File: src/hbuf_pkg.sv
// Package: register map, field layout and timing constants of the buffer length/ready block
package hbuf_pkg;

    // ==================================================================
    // Register byte offsets
    localparam logic [7:0] OFF_RX0_LEN = 8'h4c;
    localparam logic [7:0] OFF_RX1_LEN = 8'h50;
    localparam logic [7:0] OFF_RX2_LEN = 8'h54;
    localparam logic [7:0] OFF_RX3_LEN = 8'h58;
    localparam logic [7:0] OFF_TX_LEN = 8'h5c;
    localparam logic [7:0] OFF_TIMEOUT = 8'h60;
    localparam logic [7:0] OFF_THRESH = 8'h64;
    localparam logic [7:0] OFF_SET = 8'h68;
    localparam logic [7:0] OFF_CLR = 8'h6c;
    localparam logic [7:0] OFF_READY = 8'h70;
    localparam logic [7:0] OFF_CTRL = 8'h80;
    localparam logic [7:0] OFF_IRQ_STAT = 8'h84;
    localparam logic [7:0] OFF_IRQ_MASK = 8'h88;

    // ==================================================================
    // Field layout
    localparam int LEN_W = 11;
    localparam int TMO_W = 16;
    localparam int NRX = 4;
    localparam int NBUF = 5;
    localparam int POS_MATCH = 12;
    localparam int POS_SEEN = 11;
    localparam int POS_TX = 4;
    localparam int NIRQ = 3;
    localparam int IRQ_TIMEOUT = 0;
    localparam int IRQ_THRESH = 1;
    localparam int IRQ_RXDONE = 2;

    // ==================================================================
    // Reset values
    localparam logic [LEN_W-1:0] RST_LEN = 11'h000;
    localparam logic [TMO_W-1:0] RST_TMO = 16'h0000;
    localparam logic [NBUF-1:0] RST_READY = 5'h00;
    localparam logic [NIRQ-1:0] RST_IRQ = 3'h0;

    // ==================================================================
    // Timing: one timeout step is 3.6 us, clock period 40 ns
    localparam int CLK_PERIOD_PS = 40000;
    localparam int TMO_STEP_PS = 3600;
    localparam int TMO_STEP_NS_X10 = 36;
    localparam int STEP_CYC_INT = (TMO_STEP_PS * 1000 + CLK_PERIOD_PS - 1) / CLK_PERIOD_PS;
    localparam logic [7:0] STEP_CYCLES = 8'(STEP_CYC_INT);

    // ==================================================================
    // Carriers
    typedef struct packed {
        logic valid;
        logic [1:0] buf_idx;
        logic [7:0] data;
        logic is_check;
        logic check_ok;
        logic last;
        logic good;
    } rx_byte_s;

    typedef struct packed {
        logic [NBUF-1:0] lock;
        logic [NRX-1:0] rx_frame_ok;
        logic tx_sent;
    } mgr_evt_s;

endpackage : hbuf_pkg

File: src/hbuf_regs.sv
// APB register bank: receive lengths, transmit length, timeout, threshold, ready flags
// Functional notes
// - Each receive buffer reports at bit 12 whether its final byte matched the computed check code.
// - Each receive buffer reports at bit 11 whether its final byte was recognised as a check code.
// - Each receive buffer has a read-only 11-bit byte count in bits 10:0, valid in length-field mode.
// - The transmit length is a read-write 11-bit field in bits 10:0, used in length-field mode.
// - A 16-bit inter-character timeout counts 3.6 us steps, and zero switches it off.
// - An interrupt fires when a frame's byte count reaches the 11-bit threshold, zero disabling it.
// - A write-only set register sets the transmit ready flag at bit 4 and receive flags at 3..0.
// - A set request is ignored while the buffer manager holds that buffer's lock.
// - A write-only clear register clears the transmit ready flag at bit 4 and receive flags at 3..0.
// - Clearing the transmit ready flag works only while the transmit lock is free.
// - The manager sets a receive flag on a good frame and clears the transmit flag when sent.
// - Clearing a receive ready flag works only while that receive buffer's lock is free.
//
// Our own choice: register access over APB.
`timescale 1ns/1ps
`default_nettype none
module hbuf_regs (
    input wire logic REF_CLK_I,
    input wire logic RST_N_I,
    input wire logic CE_I,
    input wire logic PSEL_I,
    input wire logic PENABLE_I,
    input wire logic PWRITE_I,
    input wire logic [7:0] PADDR_I,
    input wire logic [31:0] PWDATA_I,
    output logic [31:0] PRDATA_O,
    output logic PREADY_O,
    output logic PSLVERR_O,
    input wire hbuf_pkg::rx_byte_s RX_BYTE_I,
    input wire hbuf_pkg::mgr_evt_s MGR_EVT_I,
    output logic [hbuf_pkg::NBUF-1:0] READY_FLAGS_O,
    output logic [hbuf_pkg::LEN_W-1:0] TX_LENGTH_O,
    output logic LENGTH_FIELD_MODE_O,
    output logic RX_TIMEOUT_O,
    output logic IRQ_O
);
    import hbuf_pkg::*;

    // ==================================================================
    // State
    typedef struct packed {
        logic [NRX-1:0][LEN_W-1:0] rx_count;
        logic [NRX-1:0] rx_match;
        logic [NRX-1:0] rx_seen;
        logic [LEN_W-1:0] live_count;
        logic thresh_done;
        logic [LEN_W-1:0] tx_len;
        logic [TMO_W-1:0] tmo;
        logic [LEN_W-1:0] thresh;
        logic [NBUF-1:0] ready;
        logic mode;
        logic [NIRQ-1:0] irq_stat;
        logic [NIRQ-1:0] irq_mask;
        logic [31:0] rdata;
    } regs_state_s;

    regs_state_s state_ff;
    regs_state_s nxt_state;
    logic wr_en;
    logic rd_en;
    logic hit;
    logic tmo_evt;
    logic [NIRQ-1:0] irq_evt;
    logic [NBUF-1:0] set_req;
    logic [NBUF-1:0] clr_req;

    // Decode of the offsets this bank answers
    function automatic logic addr_known(input logic [7:0] a);
        logic ok;
        ok = 1'b0;
        case (a)
            OFF_RX0_LEN, OFF_RX1_LEN, OFF_RX2_LEN, OFF_RX3_LEN, OFF_TX_LEN,
            OFF_TIMEOUT, OFF_THRESH, OFF_SET, OFF_CLR, OFF_READY,
            OFF_CTRL, OFF_IRQ_STAT, OFF_IRQ_MASK: ok = 1'b1;
            default: ok = 1'b0;
        endcase
        return ok;
    endfunction : addr_known

    function automatic logic [31:0] len_word(input logic m, input logic s,
                                             input logic [LEN_W-1:0] c);
        logic [31:0] w;
        w = 32'h0000_0000;
        w[POS_MATCH] = m;
        w[POS_SEEN] = s;
        w[LEN_W-1:0] = c;
        return w;
    endfunction : len_word

    // ==================================================================
    // Bus decode: zero-wait slave, unmapped offsets flag an error
    assign hit = PSEL_I && PENABLE_I;
    assign wr_en = hit && PWRITE_I && addr_known(PADDR_I);
    assign rd_en = PSEL_I && !PENABLE_I && !PWRITE_I;
    assign PREADY_O = 1'b1;
    assign PSLVERR_O = hit && !addr_known(PADDR_I);
    assign PRDATA_O = state_ff.rdata;

    hbuf_timeout u_timeout (
        .clk_i(REF_CLK_I),
        .rst_n_i(RST_N_I),
        .ce_i(CE_I),
        .limit_i(state_ff.tmo),
        .byte_i(RX_BYTE_I.valid),
        .frame_end_i(RX_BYTE_I.last),
        .expire_o(tmo_evt)
    );

    assign set_req = (wr_en && PADDR_I == OFF_SET) ? PWDATA_I[NBUF-1:0] : '0;
    assign clr_req = (wr_en && PADDR_I == OFF_CLR) ? PWDATA_I[NBUF-1:0] : '0;

    // ==================================================================
    // Next state
    always_comb begin
        nxt_state = state_ff;
        irq_evt = '0;
        irq_evt[IRQ_TIMEOUT] = tmo_evt;

        // Per-byte capture of the live frame count
        if (RX_BYTE_I.valid) begin
            nxt_state.live_count = state_ff.live_count + 11'h001;
            if (!state_ff.thresh_done && state_ff.thresh != RST_LEN
                && state_ff.live_count + 11'h001 == state_ff.thresh) begin
                irq_evt[IRQ_THRESH] = 1'b1;
                nxt_state.thresh_done = 1'b1;
            end
            if (RX_BYTE_I.last) begin
                nxt_state.rx_count[RX_BYTE_I.buf_idx] = state_ff.live_count + 11'h001;
                nxt_state.rx_seen[RX_BYTE_I.buf_idx] = RX_BYTE_I.is_check;
                nxt_state.rx_match[RX_BYTE_I.buf_idx] =
                    RX_BYTE_I.is_check && RX_BYTE_I.check_ok;
                nxt_state.live_count = RST_LEN;
                nxt_state.thresh_done = 1'b0;
                irq_evt[IRQ_RXDONE] = RX_BYTE_I.good;
            end
        end

        // Firmware register writes
        if (wr_en) begin
            case (PADDR_I)
                OFF_TX_LEN: nxt_state.tx_len = PWDATA_I[LEN_W-1:0];
                OFF_TIMEOUT: nxt_state.tmo = PWDATA_I[TMO_W-1:0];
                OFF_THRESH: nxt_state.thresh = PWDATA_I[LEN_W-1:0];
                OFF_CTRL: nxt_state.mode = PWDATA_I[0];
                OFF_IRQ_MASK: nxt_state.irq_mask = PWDATA_I[NIRQ-1:0];
                default: nxt_state.tx_len = state_ff.tx_len;
            endcase
        end

        // Ready flags: firmware gated by locks, manager events win last
        for (int i = 0; i < NBUF; i++) begin
            if (clr_req[i] && !MGR_EVT_I.lock[i]) begin
                nxt_state.ready[i] = 1'b0;
            end
            if (set_req[i] && !MGR_EVT_I.lock[i]) begin
                nxt_state.ready[i] = 1'b1;
            end
        end
        for (int i = 0; i < NRX; i++) begin
            if (MGR_EVT_I.rx_frame_ok[i]) begin
                nxt_state.ready[i] = 1'b1;
            end
        end
        if (MGR_EVT_I.tx_sent) begin
            nxt_state.ready[POS_TX] = 1'b0;
        end

        // Sticky status: a new event beats a simultaneous clear
        if (wr_en && PADDR_I == OFF_IRQ_STAT) begin
            nxt_state.irq_stat = state_ff.irq_stat & ~PWDATA_I[NIRQ-1:0];
        end
        nxt_state.irq_stat = nxt_state.irq_stat | irq_evt;

        // Read data latched in the setup cycle, stable through access
        if (rd_en) begin
            case (PADDR_I)
                OFF_RX0_LEN: nxt_state.rdata = len_word(state_ff.rx_match[0],
                    state_ff.rx_seen[0], state_ff.rx_count[0]);
                OFF_RX1_LEN: nxt_state.rdata = len_word(state_ff.rx_match[1],
                    state_ff.rx_seen[1], state_ff.rx_count[1]);
                OFF_RX2_LEN: nxt_state.rdata = len_word(state_ff.rx_match[2],
                    state_ff.rx_seen[2], state_ff.rx_count[2]);
                OFF_RX3_LEN: nxt_state.rdata = len_word(state_ff.rx_match[3],
                    state_ff.rx_seen[3], state_ff.rx_count[3]);
                OFF_TX_LEN: nxt_state.rdata = {21'h00_0000, state_ff.tx_len};
                OFF_TIMEOUT: nxt_state.rdata = {16'h0000, state_ff.tmo};
                OFF_THRESH: nxt_state.rdata = {21'h00_0000, state_ff.thresh};
                OFF_READY: nxt_state.rdata = {27'h000_0000, state_ff.ready};
                OFF_CTRL: nxt_state.rdata = {31'h0000_0000, state_ff.mode};
                OFF_IRQ_STAT: nxt_state.rdata = {29'h0000_0000, state_ff.irq_stat};
                OFF_IRQ_MASK: nxt_state.rdata = {29'h0000_0000, state_ff.irq_mask};
                default: nxt_state.rdata = 32'h0000_0000;
            endcase
        end
    end

    // ==================================================================
    // Registers
    always_ff @(posedge REF_CLK_I or negedge RST_N_I) begin
        if (!RST_N_I) begin
            state_ff <= '0;
        end else if (CE_I) begin
            state_ff <= nxt_state;
        end
    end

    assign READY_FLAGS_O = state_ff.ready;
    assign TX_LENGTH_O = state_ff.tx_len;
    assign LENGTH_FIELD_MODE_O = state_ff.mode;
    assign RX_TIMEOUT_O = state_ff.irq_stat[IRQ_TIMEOUT];
    assign IRQ_O = |(state_ff.irq_stat & state_ff.irq_mask);
endmodule : hbuf_regs
`default_nettype wire

File: src/hbuf_tick.sv
// Prescaler producing one pulse every timeout step
`timescale 1ns/1ps
`default_nettype none
module hbuf_tick (
    input wire logic clk_i,
    input wire logic rst_n_i,
    input wire logic ce_i,
    input wire logic run_i,
    output logic tick_o
);
    import hbuf_pkg::*;

    typedef struct packed {
        logic [7:0] cnt;
    } tick_state_s;

    tick_state_s state_ff;
    tick_state_s nxt_state;

    always_comb begin
        nxt_state = state_ff;
        if (!run_i) begin
            nxt_state.cnt = 8'h00;
        end else if (state_ff.cnt == STEP_CYCLES - 8'h01) begin
            nxt_state.cnt = 8'h00;
        end else begin
            nxt_state.cnt = state_ff.cnt + 8'h01;
        end
    end

    assign tick_o = run_i && (state_ff.cnt == STEP_CYCLES - 8'h01);

    always_ff @(posedge clk_i or negedge rst_n_i) begin
        if (!rst_n_i) begin
            state_ff <= '0;
        end else if (ce_i) begin
            state_ff <= nxt_state;
        end
    end
endmodule : hbuf_tick
`default_nettype wire

File: src/hbuf_timeout.sv
// Inter-character timeout counter, restarted by every received byte except a frame's last byte, which stops it
`timescale 1ns/1ps
`default_nettype none
module hbuf_timeout (
    input wire logic clk_i,
    input wire logic rst_n_i,
    input wire logic ce_i,
    input wire logic [hbuf_pkg::TMO_W-1:0] limit_i,
    input wire logic byte_i,
    input wire logic frame_end_i,
    output logic expire_o
);
    import hbuf_pkg::*;

    typedef struct packed {
        logic armed;
        logic [TMO_W-1:0] steps;
    } tmo_state_s;

    tmo_state_s state_ff;
    tmo_state_s nxt_state;
    logic tick;
    logic hit;

    hbuf_tick u_tick (
        .clk_i(clk_i),
        .rst_n_i(rst_n_i),
        .ce_i(ce_i),
        .run_i(state_ff.armed && !byte_i),
        .tick_o(tick)
    );

    assign hit = tick && (state_ff.steps == limit_i - 16'h0001);
    assign expire_o = state_ff.armed && (limit_i != RST_TMO) && hit;

    always_comb begin
        nxt_state = state_ff;
        if (byte_i) begin
            nxt_state.armed = (limit_i != RST_TMO) && !frame_end_i;
            nxt_state.steps = '0;
        end else if (limit_i == RST_TMO || hit) begin
            nxt_state.armed = 1'b0;
            nxt_state.steps = '0;
        end else if (tick) begin
            nxt_state.steps = state_ff.steps + 16'h0001;
        end
    end

    always_ff @(posedge clk_i or negedge rst_n_i) begin
        if (!rst_n_i) begin
            state_ff <= '0;
        end else if (ce_i) begin
            state_ff <= nxt_state;
        end
    end
endmodule : hbuf_timeout
`default_nettype wire

File: config.mk
export PLATFORM = sky130hd
export DESIGN_NAME = hbuf_regs
export DESIGN_NICKNAME = d
export VERILOG_FILES = /design/src/hbuf_pkg.sv /design/src/hbuf_regs.sv /design/src/hbuf_tick.sv /design/src/hbuf_timeout.sv
export SDC_FILE = /design/constraint.sdc
export NUM_CORES = 1
export LEC_CHECK = 0
export BUFFER_PORTS_ARGS = -buffer_cell sky130_fd_sc_hd__buf_4
export CORE_MARGIN = 2
export CORE_UTILIZATION = 55
export CTS_CLUSTER_DIAMETER = 60
export DETAILED_ROUTE_END_ITERATION = 10
export PLACE_DENSITY_LB_ADDON = 0.15
export SLEW_MARGIN = 5
export SYNTH_ARGS = -nofsm -noshare
export SYNTH_HDL_FRONTEND = slang
export SYNTH_SLANG_ARGS = --single-unit
File: constraint.sdc
create_clock -name REF_CLK_I -period 8 [get_ports REF_CLK_I]
set_input_delay 0.8 -clock REF_CLK_I [delete_from_list [all_inputs] [get_ports REF_CLK_I]]
set_output_delay 0.8 -clock REF_CLK_I [all_outputs]
set_load 0.02 [all_outputs]
# Word level (Yosys, flattened, before mapping)
# Index checks and enable logic that the tools add are counted.
dict set report totals {
  reg_bits 171
  latchBits 0
  mem_bits_rw 0
  romBits 0
  in_bits 71
  output_inout_bits 53
  elab_cells 157
  memories 0
}
dict set report classes {
  addsub 4
  multipliers 0
  div_mod_pow 0
  order_cmp 2
  eq_ne 16
  shift 0
  n_mux 38
  n_bitwise 4
  n_reduce_logical 70
}
# op count
set ops {}
lappend ops {{$pmux W16 S11} 1}
lappend ops {{$eq A8 B7 Y1 const B} 11}
lappend ops {{$bwmux W44} 1}
lappend ops {{$mux W16} 2}
lappend ops {{$logic_and A1 B1 Y1} 29}
lappend ops {{$eq A8 B8 Y1 const B} 3}
lappend ops {{$demux W11 S2} 1}
lappend ops {{$mux W1} 21}
lappend ops {{$reduce_and A3 Y1} 7}
lappend ops {{$reduce_and A2 Y1} 9}
lappend ops {{$reduce_bool A3 Y1} 6}
lappend ops {{$mux W17} 1}
lappend ops {{$add A16 B1 Y16 const B} 1}
lappend ops {{$eq A16 B16 Y1} 1}
lappend ops {{$logic_not A16 Y1} 1}
lappend ops {{$mux W8} 2}
lappend ops {{$reduce_bool A16 Y1} 1}
lappend ops {{$sub A16 B1 Y16 const B} 1}
lappend ops {{$reduce_or A13 Y1} 1}
lappend ops {{$mux W12} 1}
lappend ops {{$add A11 B1 Y11 const B} 1}
lappend ops {{$eq A11 B11 Y1} 1}
lappend ops {{$logic_not A1 Y1} 11}
lappend ops {{$mux W11} 1}
lappend ops {{15 further kinds} 19}

# Longest topological paths before layout
dict set report logic_depth {
  word_depth 10
  ltp_mapped 12
  depth_no_buf 10
}

# Cells and area by module
# Synthesis repeated with hierarchy kept, for this count alone.
dict set report hier_totals {
  cells_unflattened 920
  hier_area_um2 8848.5
}
# module n_inst cells_each area_each_um2
set by_module_without_submodules {}
lappend by_module_without_submodules {hbuf_regs 1 680 6703.9}
lappend by_module_without_submodules {hbuf_timeout 1 195 1699.1}
lappend by_module_without_submodules {hbuf_tick 1 45 445.4}

# Least setup slack after synthesis
# No wires, ideal clock.
dict set report synth_timing {
  path_type {in2reg}
  startpoint {in PADDR_I[7]}
  endpoint {reg state_ff[61] in the netlist's numbering}
  arrival_time_ps 2887
  setup_slack_ps 4988
  stages 9
  cell_sequence {nand3b_1 -> nand2b_1 -> nor2_1 -> nor2b_1 -> o31ai_1 -> nand3_1 -> nor3_2 -> buf_2 -> mux2_2}
}
dict set report synth_between {
  elab_chain_len 5
  elab_cells_between_ends 17
}
# item line_no
set synth_lines {}
lappend synth_lines {{start, declared} hbuf_regs.sv:26} ;# input wire logic [7:0] PADDR_I,
lappend synth_lines {{$eq A8 B7 Y1, or another cell as far along} hbuf_regs.sv:73} ;# case (a)
lappend synth_lines {{$reduce_or A13 Y1} hbuf_regs.sv:73}
lappend synth_lines {{$mux W1} hbuf_regs.sv:73}
lappend synth_lines {{$logic_and A1 B1 Y1} hbuf_regs.sv:95} ;# assign wr_en = hit && PWRITE_I && addr_known(PADDR_I);
lappend synth_lines {{$reduce_and A3 Y1 (no source line) (*)} --}
lappend synth_lines {{end signal, assigned} hbuf_regs.sv:205} ;# state_ff <= nxt_state;
lappend synth_lines {{end, declared} hbuf_regs.sv:59} ;# regs_state_s state_ff;
# Every way passes the cells marked *; elsewhere a longest branch is shown, timed or not.
# A chain may end at the register's enable or synchronous reset.

# Worst setup path after layout
dict set report layout_timing {
  startpoint {in PADDR_I[1]}
  endpoint {reg state_ff, in the netlist TX_LENGTH_O[10]}
}
# Same word-level chain as after synthesis.

==> out/metrics.cfg <==
[cts]
numCtsBuffers = 17
postCtsSetupRepairBufs = 0
cts_buffer_depth = 2
tritoncts = yes
cts_resized = 0
htreeDepth = 4
clk_latency_ps = 430
clkTransAtPathRegs_ps = 60
clock-sinks = 155
root_buffer = clkbuf_16
postCtsHoldBufs = 0

[drt]
vias_per_cell = 5.98
via_count = 6332
drt-total-wl_um = 20300
drc = 0
met3_length_um = 1430
drt-pass1-iter-count = 5
top_layer = met4
route.antenna.remaining_nets = 0
post_drt_wl_per_cell_um = 19.2
wl_met1_um = 8890
wl_met2_um = 9280
first_iter_violations = 569

[run]
maxCapViolCount = 0

[yosys]
synth_top_cells_by_area = dfrtp_1, mux2_2, buf_4
ys_types = 57
syn_area_mm2 = 0.00815
seq_area_frac_synth_pct = 47.6
synthTopCellsByCount = dfrtp_1, nand2_1, o21ai_0
yosysMostFrequentCell = dfrtp_1
async_flop_share_pct = 100
ys.flop_type = dfrtp_1
synth_edf_count = 0
yosysTopAreaCell = dfrtp_1
syn_avg_cell_area_um2 = 9.80
synth_top_area_share_pct = 47.6
synth-seq-cells = 155
synth_cells = 832
ys_warn_count = 0

[setup_path]
path_class = primary input to flip-flop
crit_path_cell_trace = buf_4, nor2_1, nand3_1, nor2b_1, o31ai_1, nand3_1, nor3_2, mux2_2
path_common_cell = nand3_1
worstPathMaxFanout = 11
reg2reg_slack_ps = 4700
cp-start-kind = primary input
cp-end-kind = flip-flop
cp_top_family = simple AND/OR/NAND/NOR gates
critPathMaxStageDelay_ps = 920
required_ps = 8300
critPathArrivalTime_ps = 3620
cp_num_buf_inv = 1
critPathSlowestCell = nor3_2

[die]
initial_core_util_pct = 56.1
fp.dieH_um = 126
die_area_mm2 = 0.0158
core_mm2 = 0.0145
die_w_um = 126
rows = 44
boundaryPins = 124

[final_layout]
syn2layout_area_growth_pct = 12.8
multi_input_area_mm2 = 0.00373
num_antenna_cells = 0
fill_cells = 1195
drive_gt1_share_pct = 20.6
final_nets = 940
seqCellArea_mm2 = 0.00388

[power_and_ir_drop]
clkPwrFrac_pct = 44.3
seq_power_share_pct = 46.6
switching_share_pct = 23.8
total_power_mw = 1.87
power_frac_comb_pct = 9.2
power_density_mw_per_mm2 = 203
vdd_ir_drop_max_uv = 166
p_int_mw = 1.42
p_leak_nw = 4.20
switchingPower_mw = 0.445

[sta]
final.min_clock_period_ps = 3320
hold_viol = 0
relSlewSlack_pct = 23.9
tns_ps = 0
rsz0062_at_grt = no
slew_viol_final = 0
tightestPinTransition_ps = 1130
fin_crit_sh_pct = 41.5
fmaxAchievable_ghz = 0.301
clock_skew_ps = 11.8
whs_ps = 422
setup_violations = 0

[global_route]
antenna_found_initial = 0
grt-ovfl-total = 0
grt_max_degree = 89
grt_pass1_wl_um = 32500
grt_pass1_vias = 6173
grtUsageTotal_pct = 26.3

[placed_design]
io_buffers = 82
globalplace.congestion = 0.864
hpwl_um = 14200

[hold_path]
hold_class = primary input to async pin

[status]
outcome = complete, no violations

worst register-to-register path, stage by stage, from the launching register on:
cell and delay [ps]:
dfrtp_1 470, inv_1 120, ha_1 230, or3b_2 520
o41a_1 370, or4_1 540, o311ai_1 180, a21oi_2 240
nor2b_4 340, o22ai_1 140
kinds of logic (layout without fill, tap and decap cells):
family | after synthesis | after routing | share of synthesized area (%)
xor+xnor | 50 | 50 | 5.37
simple gates | 278 | 278 | 16.7
mux | 49 | 49 | 6.75
other cells | 2 | 17 | 0.0921
compound gates | 180 | 180 | 14.9
fa+ha+maj | 6 | 6 | 0.921
flops | 155 | 155 | 47.6
buf+inv | 112 | 139 | 7.67
metrics by stage:
step | worst slack, ps | utilization (%) | cells | area (um^2)
floorplan | 4990 | - | 847 | 8210
global placement | 4420 | 59.1 | 1028 | 8590
detailed placement | 4330 | 59.1 | 1028 | 8590
CTS | 4720 | 63.2 | 1058 | 9190
global route | 4540 | 63.2 | 1058 | 9190
finish | 4680 | 63.2 | 1058 | 9190
per-layer routing:
metal / track usage [%] / vias to the layer above
met5: 0 / -
met4: 11.2 / 0
met3: 5.31 / 44
met2: 41.1 / 276
met1: 36.1 / 3061
li1: - / 2951
cell type report:
class	instances	area share (%)
Inverter	19	0.776
Clock buffer	24	5.35
Timing Repair Buffer	90	7.39
Multi-Input combinational cell	580	40.6
Sequential cell	155	42.2
Tap cell	184	2.50
Clock inverter	6	1.21
flip-flops by register name, indices dropped and copies added, names as in the netlist:
register	cells
state_ff	96
LENGTH_FIELD_MODE_O	1
u_timeout.state_ff	17
RX_TIMEOUT_O	1
PRDATA_O	16
TX_LENGTH_O	11
READY_FLAGS_O	5
u_timeout.u_tick.state_ff	8
placed cells by master (no fill, tap or decap), types with 3 or more instances in the layout:
master / Yosys / layout
xor2_1: 28 / 28
or4_1: 3 / 3
a31oi_1: 16 / 16
nor2_1: 57 / 57
o21a_1: 5 / 5
inv_1: 19 / 19
clkbuf_16: 0 / 17
nand3_1: 28 / 28
conb_1: 2 / 17
a222oi_1: 10 / 10
a22oi_1: 6 / 6
o31ai_1: 3 / 3
buf_4: 49 / 89
nand3b_1: 5 / 5
or2_2: 5 / 5
clkbuf_1: 37 / 3
and4_1: 4 / 4
o21bai_1: 5 / 5
a21oi_1: 13 / 13
o21ai_0: 73 / 73
a22o_1: 15 / 15
and3_1: 14 / 14
nor3_2: 1 / 3
xnor2_1: 22 / 22
nand2_1: 97 / 97
nand2b_1: 11 / 11
nor3_1: 19 / 17
or3_1: 4 / 4
bufinv_16: 0 / 3
a221oi_1: 16 / 16
clkbuf_8: 0 / 4
nand4_1: 6 / 6
o22ai_1: 4 / 4
nor4_1: 9 / 8
dfrtp_1: 155 / 155
mux2_2: 48 / 48
nor2b_1: 4 / 4
ha_1: 6 / 6
power groups by stage:
stage / clock network [mW] / logic (mW) / registers (mW)
2_1_floorplan: 0 / 0.122 / 0.869
3_3_place_gp: 0 / 0.168 / 0.881
3_5_place_dp: 0 / 0.173 / 0.883
4_1_cts: 0.835 / 0.173 / 0.870
5_1_grt: 0.867 / 0.191 / 0.876
6_report: 0.827 / 0.171 / 0.870
final timing paths:
path	start	to	cells after the start
hold / removal	RST_N_I	state_ff[70]	1
setup reg to reg	state_ff[55]	u_timeout.state_ff[16]	9
min in group REF_CLK_I	state_ff[129]	state_ff[129]	2
hold reg to reg	state_ff[129]	state_ff[129]	2
setup / recovery	PADDR_I[1]	TX_LENGTH_O[10]	8
max in group asynchronous	RST_N_I	RX_TIMEOUT_O	2
Power figures use the tool's default switching activity.
